$ cat config.mk
export PLATFORM = sky130hd
export DESIGN_NAME = sfg_generator
export DESIGN_NICKNAME = d
export VERILOG_FILES = /design/src/sfg_generator.v /design/src/sfg_unit.v
export VERILOG_INCLUDE_DIRS = /design/src /design/src/src
export SDC_FILE = /design/constraint.sdc
export NUM_CORES = 2
export LEC_CHECK = 0
export ABC_AREA = 1
export BUFFER_PORTS_ARGS = -buffer_cell sky130_fd_sc_hd__buf_2
export CAP_MARGIN = 40
export CELL_PAD_IN_SITES_DETAIL_PLACEMENT = 2
export CELL_PAD_IN_SITES_GLOBAL_PLACEMENT = 2
export CORE_MARGIN = 8
export CORE_UTILIZATION = 35
export DETAILED_ROUTE_END_ITERATION = 16
export PLACE_DENSITY = 0.83
export SLEW_MARGIN = 25
export SYNTH_ARGS = -nofsm -noshare
export SYNTH_HDL_FRONTEND = slang
export SYNTH_HIERARCHICAL = 1
export SYNTH_SLANG_ARGS = --single-unit
$ cat constraint.sdc
create_clock -name clk -period 4.1 [get_ports clk]
set_clock_uncertainty 0.05 [all_clocks]
set_input_delay 0.205 -clock clk [delete_from_list [all_inputs] [get_ports clk]]
set_output_delay 0.205 -clock clk [all_outputs]
set_load 0.1 [all_outputs]
$ cat src/sfg_defines.vh
// register offsets, field positions and reset values of the clock/frame sync generator
// assumes inclusion by the generator files only
`ifndef SFG_DEFINES_VH
`define SFG_DEFINES_VH

`define SFG_UNITS 4
`define SFG_ADDR_W 8
// per-unit register block: unit index in addr[5:4], register in addr[3:2]
`define SFG_OFS_CTL0 2'h0
`define SFG_OFS_CTL1 2'h1
`define SFG_OFS_PW 2'h2
`define SFG_OFS_SYNC 2'h3
`define SFG_OFS_STATUS 8'h40
`define SFG_UNIT_SPAN 8'h40

// first control register
`define SFG_DIV_MSB 19
`define SFG_PHASE_MSB 29
`define SFG_PHASE_LSB 20
`define SFG_CTL0_FSEN 30
`define SFG_CTL0_CLKEN 31
// second control register
`define SFG_CTL1_FSEXT 30
`define SFG_CTL1_CLKEXT 31
// pulse width register, bypass meaning
`define SFG_PW_MSB 15
`define SFG_PW_STROBE 0
`define SFG_PW_INVERT 1
// sync register
`define SFG_SYNC_TRIGEN 0
`define SFG_SYNC_CLKPCLK 1
`define SFG_SYNC_FSPCLK 2
`define SFG_SYNC_ROUTE_MSB 8
`define SFG_SYNC_ROUTE_LSB 4
// routing codes that would feed a unit's own clock back to itself
`define SFG_ROUTE_LOOP_A 5'h1c
`define SFG_ROUTE_LOOP_B 5'h1d

`define SFG_RESET_WORD 32'h00000000

`endif

$ cat src/sfg_generator.v
// four-unit serial clock and frame sync generator with an apb register slave
// assumes apb master on clk; crystal, external, trigger and bypass inputs are asynchronous pins
//
// Added by the designer: the APB interface to the registers and the register addresses.
`timescale 1ns/1ps
`default_nettype none
`include "sfg_defines.vh"

module sfg_generator (
  input wire clk,
  input wire rst,
  input wire psel,
  input wire penable,
  input wire pwrite,
  input wire [7:0] paddr,
  input wire [31:0] pwdata,
  output reg [31:0] prdata,
  output reg pready,
  output reg pslverr,
  input wire crystal_clock_in,
  input wire [3:0] external_source_in,
  input wire [3:0] external_trigger_in,
  input wire bypass_frame_in_unit_a,
  input wire bypass_frame_in_unit_b,
  input wire bypass_frame_in_unit_c,
  input wire bypass_frame_in_unit_d,
  output wire [3:0] serial_clock_out,
  output wire [3:0] frame_sync_out,
  output wire [1:0] periphClockOut,
  output wire [1:0] periphFrameOut
);

  ////////////////////////////////////////////////////////////////////////////////
  // register file

  reg [31:0] ctl0_reg [0:3];
  reg [31:0] ctl1_reg [0:3];
  reg [31:0] pw_reg [0:3];
  reg [31:0] sync_reg [0:3];
  reg [31:0] prdata_next;
  reg pslverr_next;
  integer i;

  wire [3:0] unitClk;
  wire [3:0] unitFs;
  wire [3:0] unitArmed;
  reg [11:0] status_reg;

  ////////////////////////////////////////////////////////////////////////////////
  // address decode

  // address decode used by both the read and the write path
  function decodeHit;
    input [7:0] addr;
    begin
      decodeHit = (addr < `SFG_UNIT_SPAN) && (addr[1:0] == 2'b00);
    end
  endfunction

  wire [1:0] selUnit = paddr[5:4];
  wire [1:0] selReg = paddr[3:2];
  wire isStatus = (paddr == `SFG_OFS_STATUS);
  wire setup = psel & ~penable;
  wire doWrite = psel & penable & pready & pwrite & decodeHit(paddr);

  always @* begin
    prdata_next = 32'h00000000;
    pslverr_next = 1'b0;
    if (isStatus) begin
      prdata_next = {20'h00000, status_reg};
    end else if (decodeHit(paddr)) begin
      case (selReg)
        `SFG_OFS_CTL0: prdata_next = ctl0_reg[selUnit];
        `SFG_OFS_CTL1: prdata_next = ctl1_reg[selUnit];
        `SFG_OFS_PW: prdata_next = pw_reg[selUnit];
        `SFG_OFS_SYNC: prdata_next = sync_reg[selUnit];
        default: prdata_next = 32'h00000000;
      endcase
    end else begin
      pslverr_next = 1'b1;
    end
  end

  ////////////////////////////////////////////////////////////////////////////////
  // apb answer

  // answer is prepared in the setup cycle so the access phase never waits
  always @(posedge clk) begin
    if (rst) begin
      pready <= 1'b0;
      pslverr <= 1'b0;
      prdata <= 32'h00000000;
    end else if (setup) begin
      pready <= 1'b1;
      pslverr <= pslverr_next;
      prdata <= pwrite ? 32'h00000000 : prdata_next;
    end else begin
      pready <= 1'b0;
      pslverr <= 1'b0;
    end
  end

  ////////////////////////////////////////////////////////////////////////////////
  // status snapshot

  // taken every cycle; a read shows the unit outputs one cycle old
  always @(posedge clk) begin
    if (rst) begin
      status_reg <= 12'h000;
    end else begin
      status_reg <= {unitArmed, unitFs, unitClk};
    end
  end

  ////////////////////////////////////////////////////////////////////////////////
  // register write

  // unmapped and status writes never reach this block
  always @(posedge clk) begin
    if (rst) begin
      for (i = 0; i < `SFG_UNITS; i = i + 1) begin
        ctl0_reg[i] <= `SFG_RESET_WORD;
        ctl1_reg[i] <= `SFG_RESET_WORD;
        pw_reg[i] <= `SFG_RESET_WORD;
        sync_reg[i] <= `SFG_RESET_WORD;
      end
    end else if (doWrite) begin
      case (selReg)
        `SFG_OFS_CTL0: ctl0_reg[selUnit] <= pwdata;
        `SFG_OFS_CTL1: ctl1_reg[selUnit] <= pwdata;
        `SFG_OFS_PW: pw_reg[selUnit] <= pwdata;
        `SFG_OFS_SYNC: sync_reg[selUnit] <= pwdata;
        default: ctl0_reg[selUnit] <= ctl0_reg[selUnit];
      endcase
    end
  end

  ////////////////////////////////////////////////////////////////////////////////
  // pin synchronisers and edge detection

  wire [3:0] bypassPins = {bypass_frame_in_unit_d, bypass_frame_in_unit_c,
                           bypass_frame_in_unit_b, bypass_frame_in_unit_a};
  wire [12:0] pinRaw = {crystal_clock_in, bypassPins, external_trigger_in,
                        external_source_in};
  reg [12:0] pinMeta_reg;
  reg [12:0] pinSync_reg;
  reg [12:0] pinPrev_reg;
  reg pclkHalf_reg;

  // external inputs can only be followed at up to half of clk
  always @(posedge clk) begin
    if (rst) begin
      pinMeta_reg <= 13'h0000;
      pinSync_reg <= 13'h0000;
      pinPrev_reg <= 13'h0000;
      pclkHalf_reg <= 1'b0;
    end else begin
      pinMeta_reg <= pinRaw;
      pinSync_reg <= pinMeta_reg;
      pinPrev_reg <= pinSync_reg;
      pclkHalf_reg <= ~pclkHalf_reg;
    end
  end

  wire [12:0] pinRise = pinSync_reg & ~pinPrev_reg;
  wire [12:0] pinFall = ~pinSync_reg & pinPrev_reg;
  // peripheral clock source runs at half of clk so every edge is a flop edge
  wire pclkRise = ~pclkHalf_reg;

  ////////////////////////////////////////////////////////////////////////////////
  // the four units

  // source decode shared by the clock and frame sync levels and edges of each unit
  function pickSource;
    input usePclk;
    input useExt;
    input pclkVal;
    input extVal;
    input xtalVal;
    begin
      if (usePclk) begin
        pickSource = pclkVal;
      end else if (useExt) begin
        pickSource = extVal;
      end else begin
        pickSource = xtalVal;
      end
    end
  endfunction

  // routing codes that would hand a unit its own clock back
  function isLoopCode;
    input integer unitIdx;
    input [4:0] code;
    begin
      if (unitIdx == 0) begin
        isLoopCode = (code == `SFG_ROUTE_LOOP_A);
      end else if (unitIdx == 1) begin
        isLoopCode = (code == `SFG_ROUTE_LOOP_B);
      end else begin
        isLoopCode = 1'b0;
      end
    end
  endfunction

  genvar u;
  generate
    for (u = 0; u < `SFG_UNITS; u = u + 1) begin : g_unit
      wire [31:0] c0 = ctl0_reg[u];
      wire [31:0] c1 = ctl1_reg[u];
      wire [31:0] sy = sync_reg[u];
      wire [4:0] route = sy[`SFG_SYNC_ROUTE_MSB:`SFG_SYNC_ROUTE_LSB];
      // a unit may never be fed its own clock, so that code reads low
      wire loopCode = isLoopCode(u, route);
      wire extLevel = pinSync_reg[u] & ~loopCode;
      wire extRise = pinRise[u] & ~loopCode;
      wire extFall = pinFall[u] & ~loopCode;
      wire clkPclk = sy[`SFG_SYNC_CLKPCLK];
      wire fsPclk = sy[`SFG_SYNC_FSPCLK];
      wire clkExt = c1[`SFG_CTL1_CLKEXT];
      wire fsExt = c1[`SFG_CTL1_FSEXT];
      // source select: peripheral clock wins, then external, else crystal
      wire clkLevel = pickSource(clkPclk, clkExt, pclkHalf_reg, extLevel,
                                 pinSync_reg[12]);
      wire clkRise = pickSource(clkPclk, clkExt, pclkRise, extRise,
                                pinRise[12]);
      wire fsLevel = pickSource(fsPclk, fsExt, pclkHalf_reg, extLevel,
                                pinSync_reg[12]);
      wire fsRise = pickSource(fsPclk, fsExt, pclkRise, extRise,
                               pinRise[12]);
      wire fsFall = pickSource(fsPclk, fsExt, pclkHalf_reg, extFall,
                               pinFall[12]);
      wire [19:0] phase = {c0[`SFG_PHASE_MSB:`SFG_PHASE_LSB],
                           c1[`SFG_PHASE_MSB:`SFG_PHASE_LSB]};

      sfg_unit u_sfg_unit (
        .clk(clk),
        .rst(rst),
        .clkEn(c0[`SFG_CTL0_CLKEN]),
        .fsEn(c0[`SFG_CTL0_FSEN]),
        .clkLevel(clkLevel),
        .clkRise(clkRise),
        .fsLevel(fsLevel),
        .fsRise(fsRise),
        .fsFall(fsFall),
        .clkDiv(c1[`SFG_DIV_MSB:0]),
        .frame_divisor(c0[`SFG_DIV_MSB:0]),
        .phase(phase),
        .pulseWidth(pw_reg[u][`SFG_PW_MSB:0]),
        .trigEn(sy[`SFG_SYNC_TRIGEN]),
        .trigRise(pinRise[4 + u]),
        .bypassLevel(pinSync_reg[8 + u]),
        .bypassRise(pinRise[8 + u]),
        .clkOut(unitClk[u]),
        .fsOut(unitFs[u]),
        .trigArmed(unitArmed[u])
      );
    end
  endgenerate

  ////////////////////////////////////////////////////////////////////////////////
  // outputs

  reg [3:0] sckPin_reg;
  reg [3:0] fsPin_reg;

  // retimed here so every pin of the block leaves from a flop of this module
  always @(posedge clk) begin
    if (rst) begin
      sckPin_reg <= 4'h0;
      fsPin_reg <= 4'h0;
    end else begin
      sckPin_reg <= unitClk;
      fsPin_reg <= unitFs;
    end
  end

  ////////////////////////////////////////////////////////////////////////////////
  // pin and peripheral outputs

  assign serial_clock_out = sckPin_reg;
  assign frame_sync_out = fsPin_reg;
  // only the first two units feed other peripherals directly
  assign periphClockOut = sckPin_reg[1:0];
  assign periphFrameOut = fsPin_reg[1:0];

endmodule // sfg_generator
`default_nettype wire

$ cat src/sfg_unit.v
// one clock / frame sync generator unit
// assumes all inputs already synchronous to clk, edges given as one-cycle pulses
`timescale 1ns/1ps
`default_nettype none
`include "sfg_defines.vh"

module sfg_unit (
  input wire clk,
  input wire rst,
  input wire clkEn,
  input wire fsEn,
  input wire clkLevel,
  input wire clkRise,
  input wire fsLevel,
  input wire fsRise,
  input wire fsFall,
  input wire [19:0] clkDiv,
  input wire [19:0] frame_divisor,
  input wire [19:0] phase,
  input wire [15:0] pulseWidth,
  input wire trigEn,
  input wire trigRise,
  input wire bypassLevel,
  input wire bypassRise,
  output reg clkOut,
  output reg fsOut,
  output reg trigArmed
);

  localparam ST_IDLE = 2'd0;
  localparam ST_WAIT = 2'd1;
  localparam ST_HIGH = 2'd2;

  reg [19:0] clkCnt_reg;
  reg [19:0] fsCnt_reg;
  reg [1:0] shotState_reg;
  reg [1:0] shotEdges_reg;
  wire clkBypass = (clkDiv < 20'h00002);
  wire fsBypass = (frame_divisor < 20'h00002);
  wire strobe = pulseWidth[`SFG_PW_STROBE];
  wire invert = pulseWidth[`SFG_PW_INVERT];
  wire [19:0] fsStart = (phase == 20'h00000) ? 20'h00000 : frame_divisor - phase;
  wire [19:0] fsWidth = (pulseWidth == 16'h0000) ? {1'b0, frame_divisor[19:1]} : {4'h0, pulseWidth};
  wire fsRun = fsEn & (~trigEn | trigArmed);
  wire shotArm = invert ? fsFall : fsRise;

  ////////////////////////////////////////////////////////////////////////////////
  // bit clock divider
  always @(posedge clk) begin
    if (rst || !clkEn) begin
      clkCnt_reg <= 20'h00000;
      clkOut <= 1'b0;
    end else if (clkBypass) begin
      clkOut <= clkLevel;
    end else if (clkRise) begin
      clkOut <= (clkCnt_reg < {1'b0, clkDiv[19:1]});
      clkCnt_reg <= (clkCnt_reg >= clkDiv - 20'h00001) ? 20'h00000 : clkCnt_reg + 20'h00001;
    end
  end

  ////////////////////////////////////////////////////////////////////////////////
  // trigger arming: held until the frame sync enable or the trigger enable is cleared
  always @(posedge clk) begin
    if (rst || !fsEn || !trigEn) begin
      trigArmed <= 1'b0;
    end else if (trigRise) begin
      trigArmed <= 1'b1;
    end
  end

  ////////////////////////////////////////////////////////////////////////////////
  // frame sync: divider, phase, width, bypass and one-shot
  always @(posedge clk) begin
    if (rst || !fsEn) begin
      fsCnt_reg <= 20'h00000;
      fsOut <= 1'b0;
      shotState_reg <= ST_IDLE;
      shotEdges_reg <= 2'd0;
    end else if (fsBypass) begin
      fsCnt_reg <= fsStart;
      if (!strobe) begin
        fsOut <= bypassLevel ^ invert;
      end else begin
        // one-shot ignores the dividers and tracks the bypass input
        case (shotState_reg)
          ST_IDLE: begin
            fsOut <= 1'b0;
            shotEdges_reg <= 2'd0;
            if (shotArm) begin
              shotState_reg <= ST_WAIT;
            end
          end
          ST_WAIT: begin
            if (bypassRise) begin
              if (shotEdges_reg == 2'd1) begin
                shotState_reg <= ST_HIGH;
                fsOut <= 1'b1;
              end else begin
                shotEdges_reg <= shotEdges_reg + 2'd1;
              end
            end
          end
          ST_HIGH: begin
            if (bypassRise) begin
              fsOut <= 1'b0;
              shotState_reg <= ST_IDLE;
            end
          end
          default: begin
            shotState_reg <= ST_IDLE;
          end
        endcase
      end
    end else if (!fsRun) begin
      fsCnt_reg <= fsStart;
      fsOut <= 1'b0;
    end else if (fsRise) begin
      fsOut <= (fsCnt_reg < fsWidth);
      fsCnt_reg <= (fsCnt_reg >= frame_divisor - 20'h00001) ? 20'h00000 : fsCnt_reg + 20'h00001;
    end
  end

endmodule // sfg_unit
`default_nettype wire

==> flow_summary.ini <==
[worst_hold_path]
hold_depth = 3
hold_path.class = in -> reg
hp-start = pwdata[15]

[pwr]
ir_drop_uv = 333
p_int_mw = 14.5
pwr-share-seq = 0.426
power_density_mw_per_mm2 = 335
p_comb_frac = 0.119
p_clk_frac = 0.455
swShare = 0.302
power.switching_mw = 6.28
p_leak_nw = 26.8

[outcome]
status = finished clean

[logic_synthesis]
ys_warn_count = 6
syn_inst = 7293
avgSynthCellArea_um2 = 7.58
syn_area_mm2 = 0.0553
syn_nets = 7767

[detailed_routing]
first_pass_iters = 6
drc = 0
drt_iter0_drc = 4121
vias = 54501
drt_wl_total_mm = 266
wl_per_cell_um = 27.8
final_antenna_net_count = 0
viasPerCell = 5.70

[grt]
met2_usage = 0.510
grt_pass1_wl_mm = 386
grt_overflow = 0
grt_pass1_vias = 58881
antenna_found_initial = 8
grt_usage = 0.298
use_met3 = 0.0498
grt_max_degree = 126
use_met1 = 0.343
busiest_layer = met2

[floorplanning]
rows = 146
die_area_mm2 = 0.171
die_h_um = 413
initial_core_util = 0.351
ios = 104
die_width_um = 413
core_area_mm2 = 0.158

[cts]
root_buffer = clkbuf_16
tritoncts = built
clk_pin_slew_ps = 70
clock_latency_ps = 780
cts_buffers = 97
cts_buffer_depth = 3
cts.sinks = 786
htreeDepth = 3

[timing]
maxSlewViolCount = 0
setup_tns_ps = 0
setup_viol = 0
finalHoldViolCount = 0
finalCritPeriodShare = 0.975
slew_headroom = 0.334
tightest_slew_ps = 988
hold_ws_ps = 25.4
fmax_mhz = 250
min_period_ps = 4000
rsz0062_at_grt = true

[worst_setup_path]
cp_num_buf_inv = 5
path_delay_family = simple AND/OR/NAND/NOR gates
critPathLaunch = ctl0_reg[3][0]
r2r-start = ctl0_reg[3][0]
critPathMaxStageDelay_ps = 420
cp.required_ps = 4690
cpMaxStageDelayCell = edfxtp_1
critPathCaptureType = flop
rr_worst_depth = 20
crit_chain = inv_1, ha_1, nand2_2, nor4_4, nand2_2, nor4_1, xor2_1, inv_1, ha_1, nand2_1, nor2_1, nand2_1, inv_1, nand4_1, nand4_1, nor2_4, buf_12, buf_4, nand2_1, a31oi_1
critPathKind = reg -> reg
worstPathArrival_ps = 4590
path_depth = 20
start_kind = flop
crit_fanout = 17

[placed_design]
portBuffers = 103
dp_hpwl_mm = 196
routabilityCongestion = 0.945
dp_cells = 9346

[job]
maxCapViolations = 0

[layout]
fin_cells = 9561
syn2layout_area_growth_pct = 12.2
drive_gt1_frac = 0.112
fillers = 18101
nNetsFinal = 7877
==> power groups by stage <==
stage	combinational [mW]	clock, mW	sequential (mW)
3_3_place_gp	2.22	0	8.99
4_1_cts	2.41	9.53	8.84
5_1_grt	2.64	9.77	8.86
3_5_place_dp	2.34	0	9.01
6_report	2.48	9.46	8.86
2_1_floorplan	1.43	0	8.89
==> stage by stage <==
step	cell area (µm²)	total power [mW]	utilization	setup WS, ps
3_3_place_gp	58200	11.2	0.369	308
6_report	62000	20.8	0.393	102
5_1_grt	62000	21.3	0.393	-45.4
4_1_cts	61900	20.8	0.393	132
2_1_floorplan	55300	10.3	-	-111
3_5_place_dp	58300	11.3	0.370	34.2
==> worst register-to-register path: stages, from the launching register on <==
cell and delay (ps):
edfxtp_1 420, inv_1 210, ha_1 320, nand2_2 140, nor4_4 370, nand2_2 140, nor4_1 330, xor2_1 200
inv_1 70, ha_1 300, nand2_1 80, nor2_1 220, nand2_1 80, inv_1 90, nand4_1 110, nand4_1 250
nor2_4 80, buf_12 160, buf_4 140, nand2_1 50, a31oi_1 70
==> metal layers <==
layer  part of all wire  vias to the layer above
met5           0.000068                        -
met4              0.081                        4
met3              0.066                      829
met2               0.48                     2169
met1               0.38                    27387
li1                   -                    24112
==> layout make-up <==
class,count,area [µm²],share of cell area
clock buffer,127,2660,0.0429
antenna,2,5.00,0.0000807
inverter,1082,4080,0.0657
multi-input combinational,5197,29300,0.473
clock inverter,56,724,0.0117
timing repair buffer,239,1770,0.0285
tap,2072,2590,0.0418
sequential,786,20900,0.336
==> placed cells by master (no fill, tap or decap), types with 17 or more instances in the layout <==
master	n
o22ai_1	51
edfxtp_1	512
o21ai_1	96
a21oi_1	436
nand3_1	429
nand3b_1	34
clkbuf_1	20
xnor2_1	50
dlygate4sd3_1	23
o21ai_0	289
nand4_1	134
clkbuf_16	99
xor2_1	196
nor3_1	115
nor2_1	1009
inv_2	156
nor2_4	110
o21ai_4	17
inv_1	921
nor3_2	18
nor4_1	37
a31oi_1	18
o21a_1	33
dfxtp_1	274
buf_4	98
o211ai_1	22
clkinv_2	19
ha_1	412
nand2_1	1449
nor2_2	68
buf_2	101
==> repair_timing <==
action	in CTS	in global routing
setup endpoints to repair	1	52
pin swaps	0	1
setup buffers	0	4
hold endpoints to repair	55	0
gates resized for setup	1	7
hold buffers	23	0
cloned	0	0
==> final timing paths <==
check	to	slack, ps
worst max-delay path	g_unit[3].u_sfg_unit/fsCnt_reg[4]	100
worst max register to register	g_unit[3].u_sfg_unit/fsCnt_reg[4]	100
worst min register to register	pinSync_reg[4]	350
worst min-delay path	ctl0_reg[3][15]	30
No activity file was read; power rests on OpenSTA's default activity.
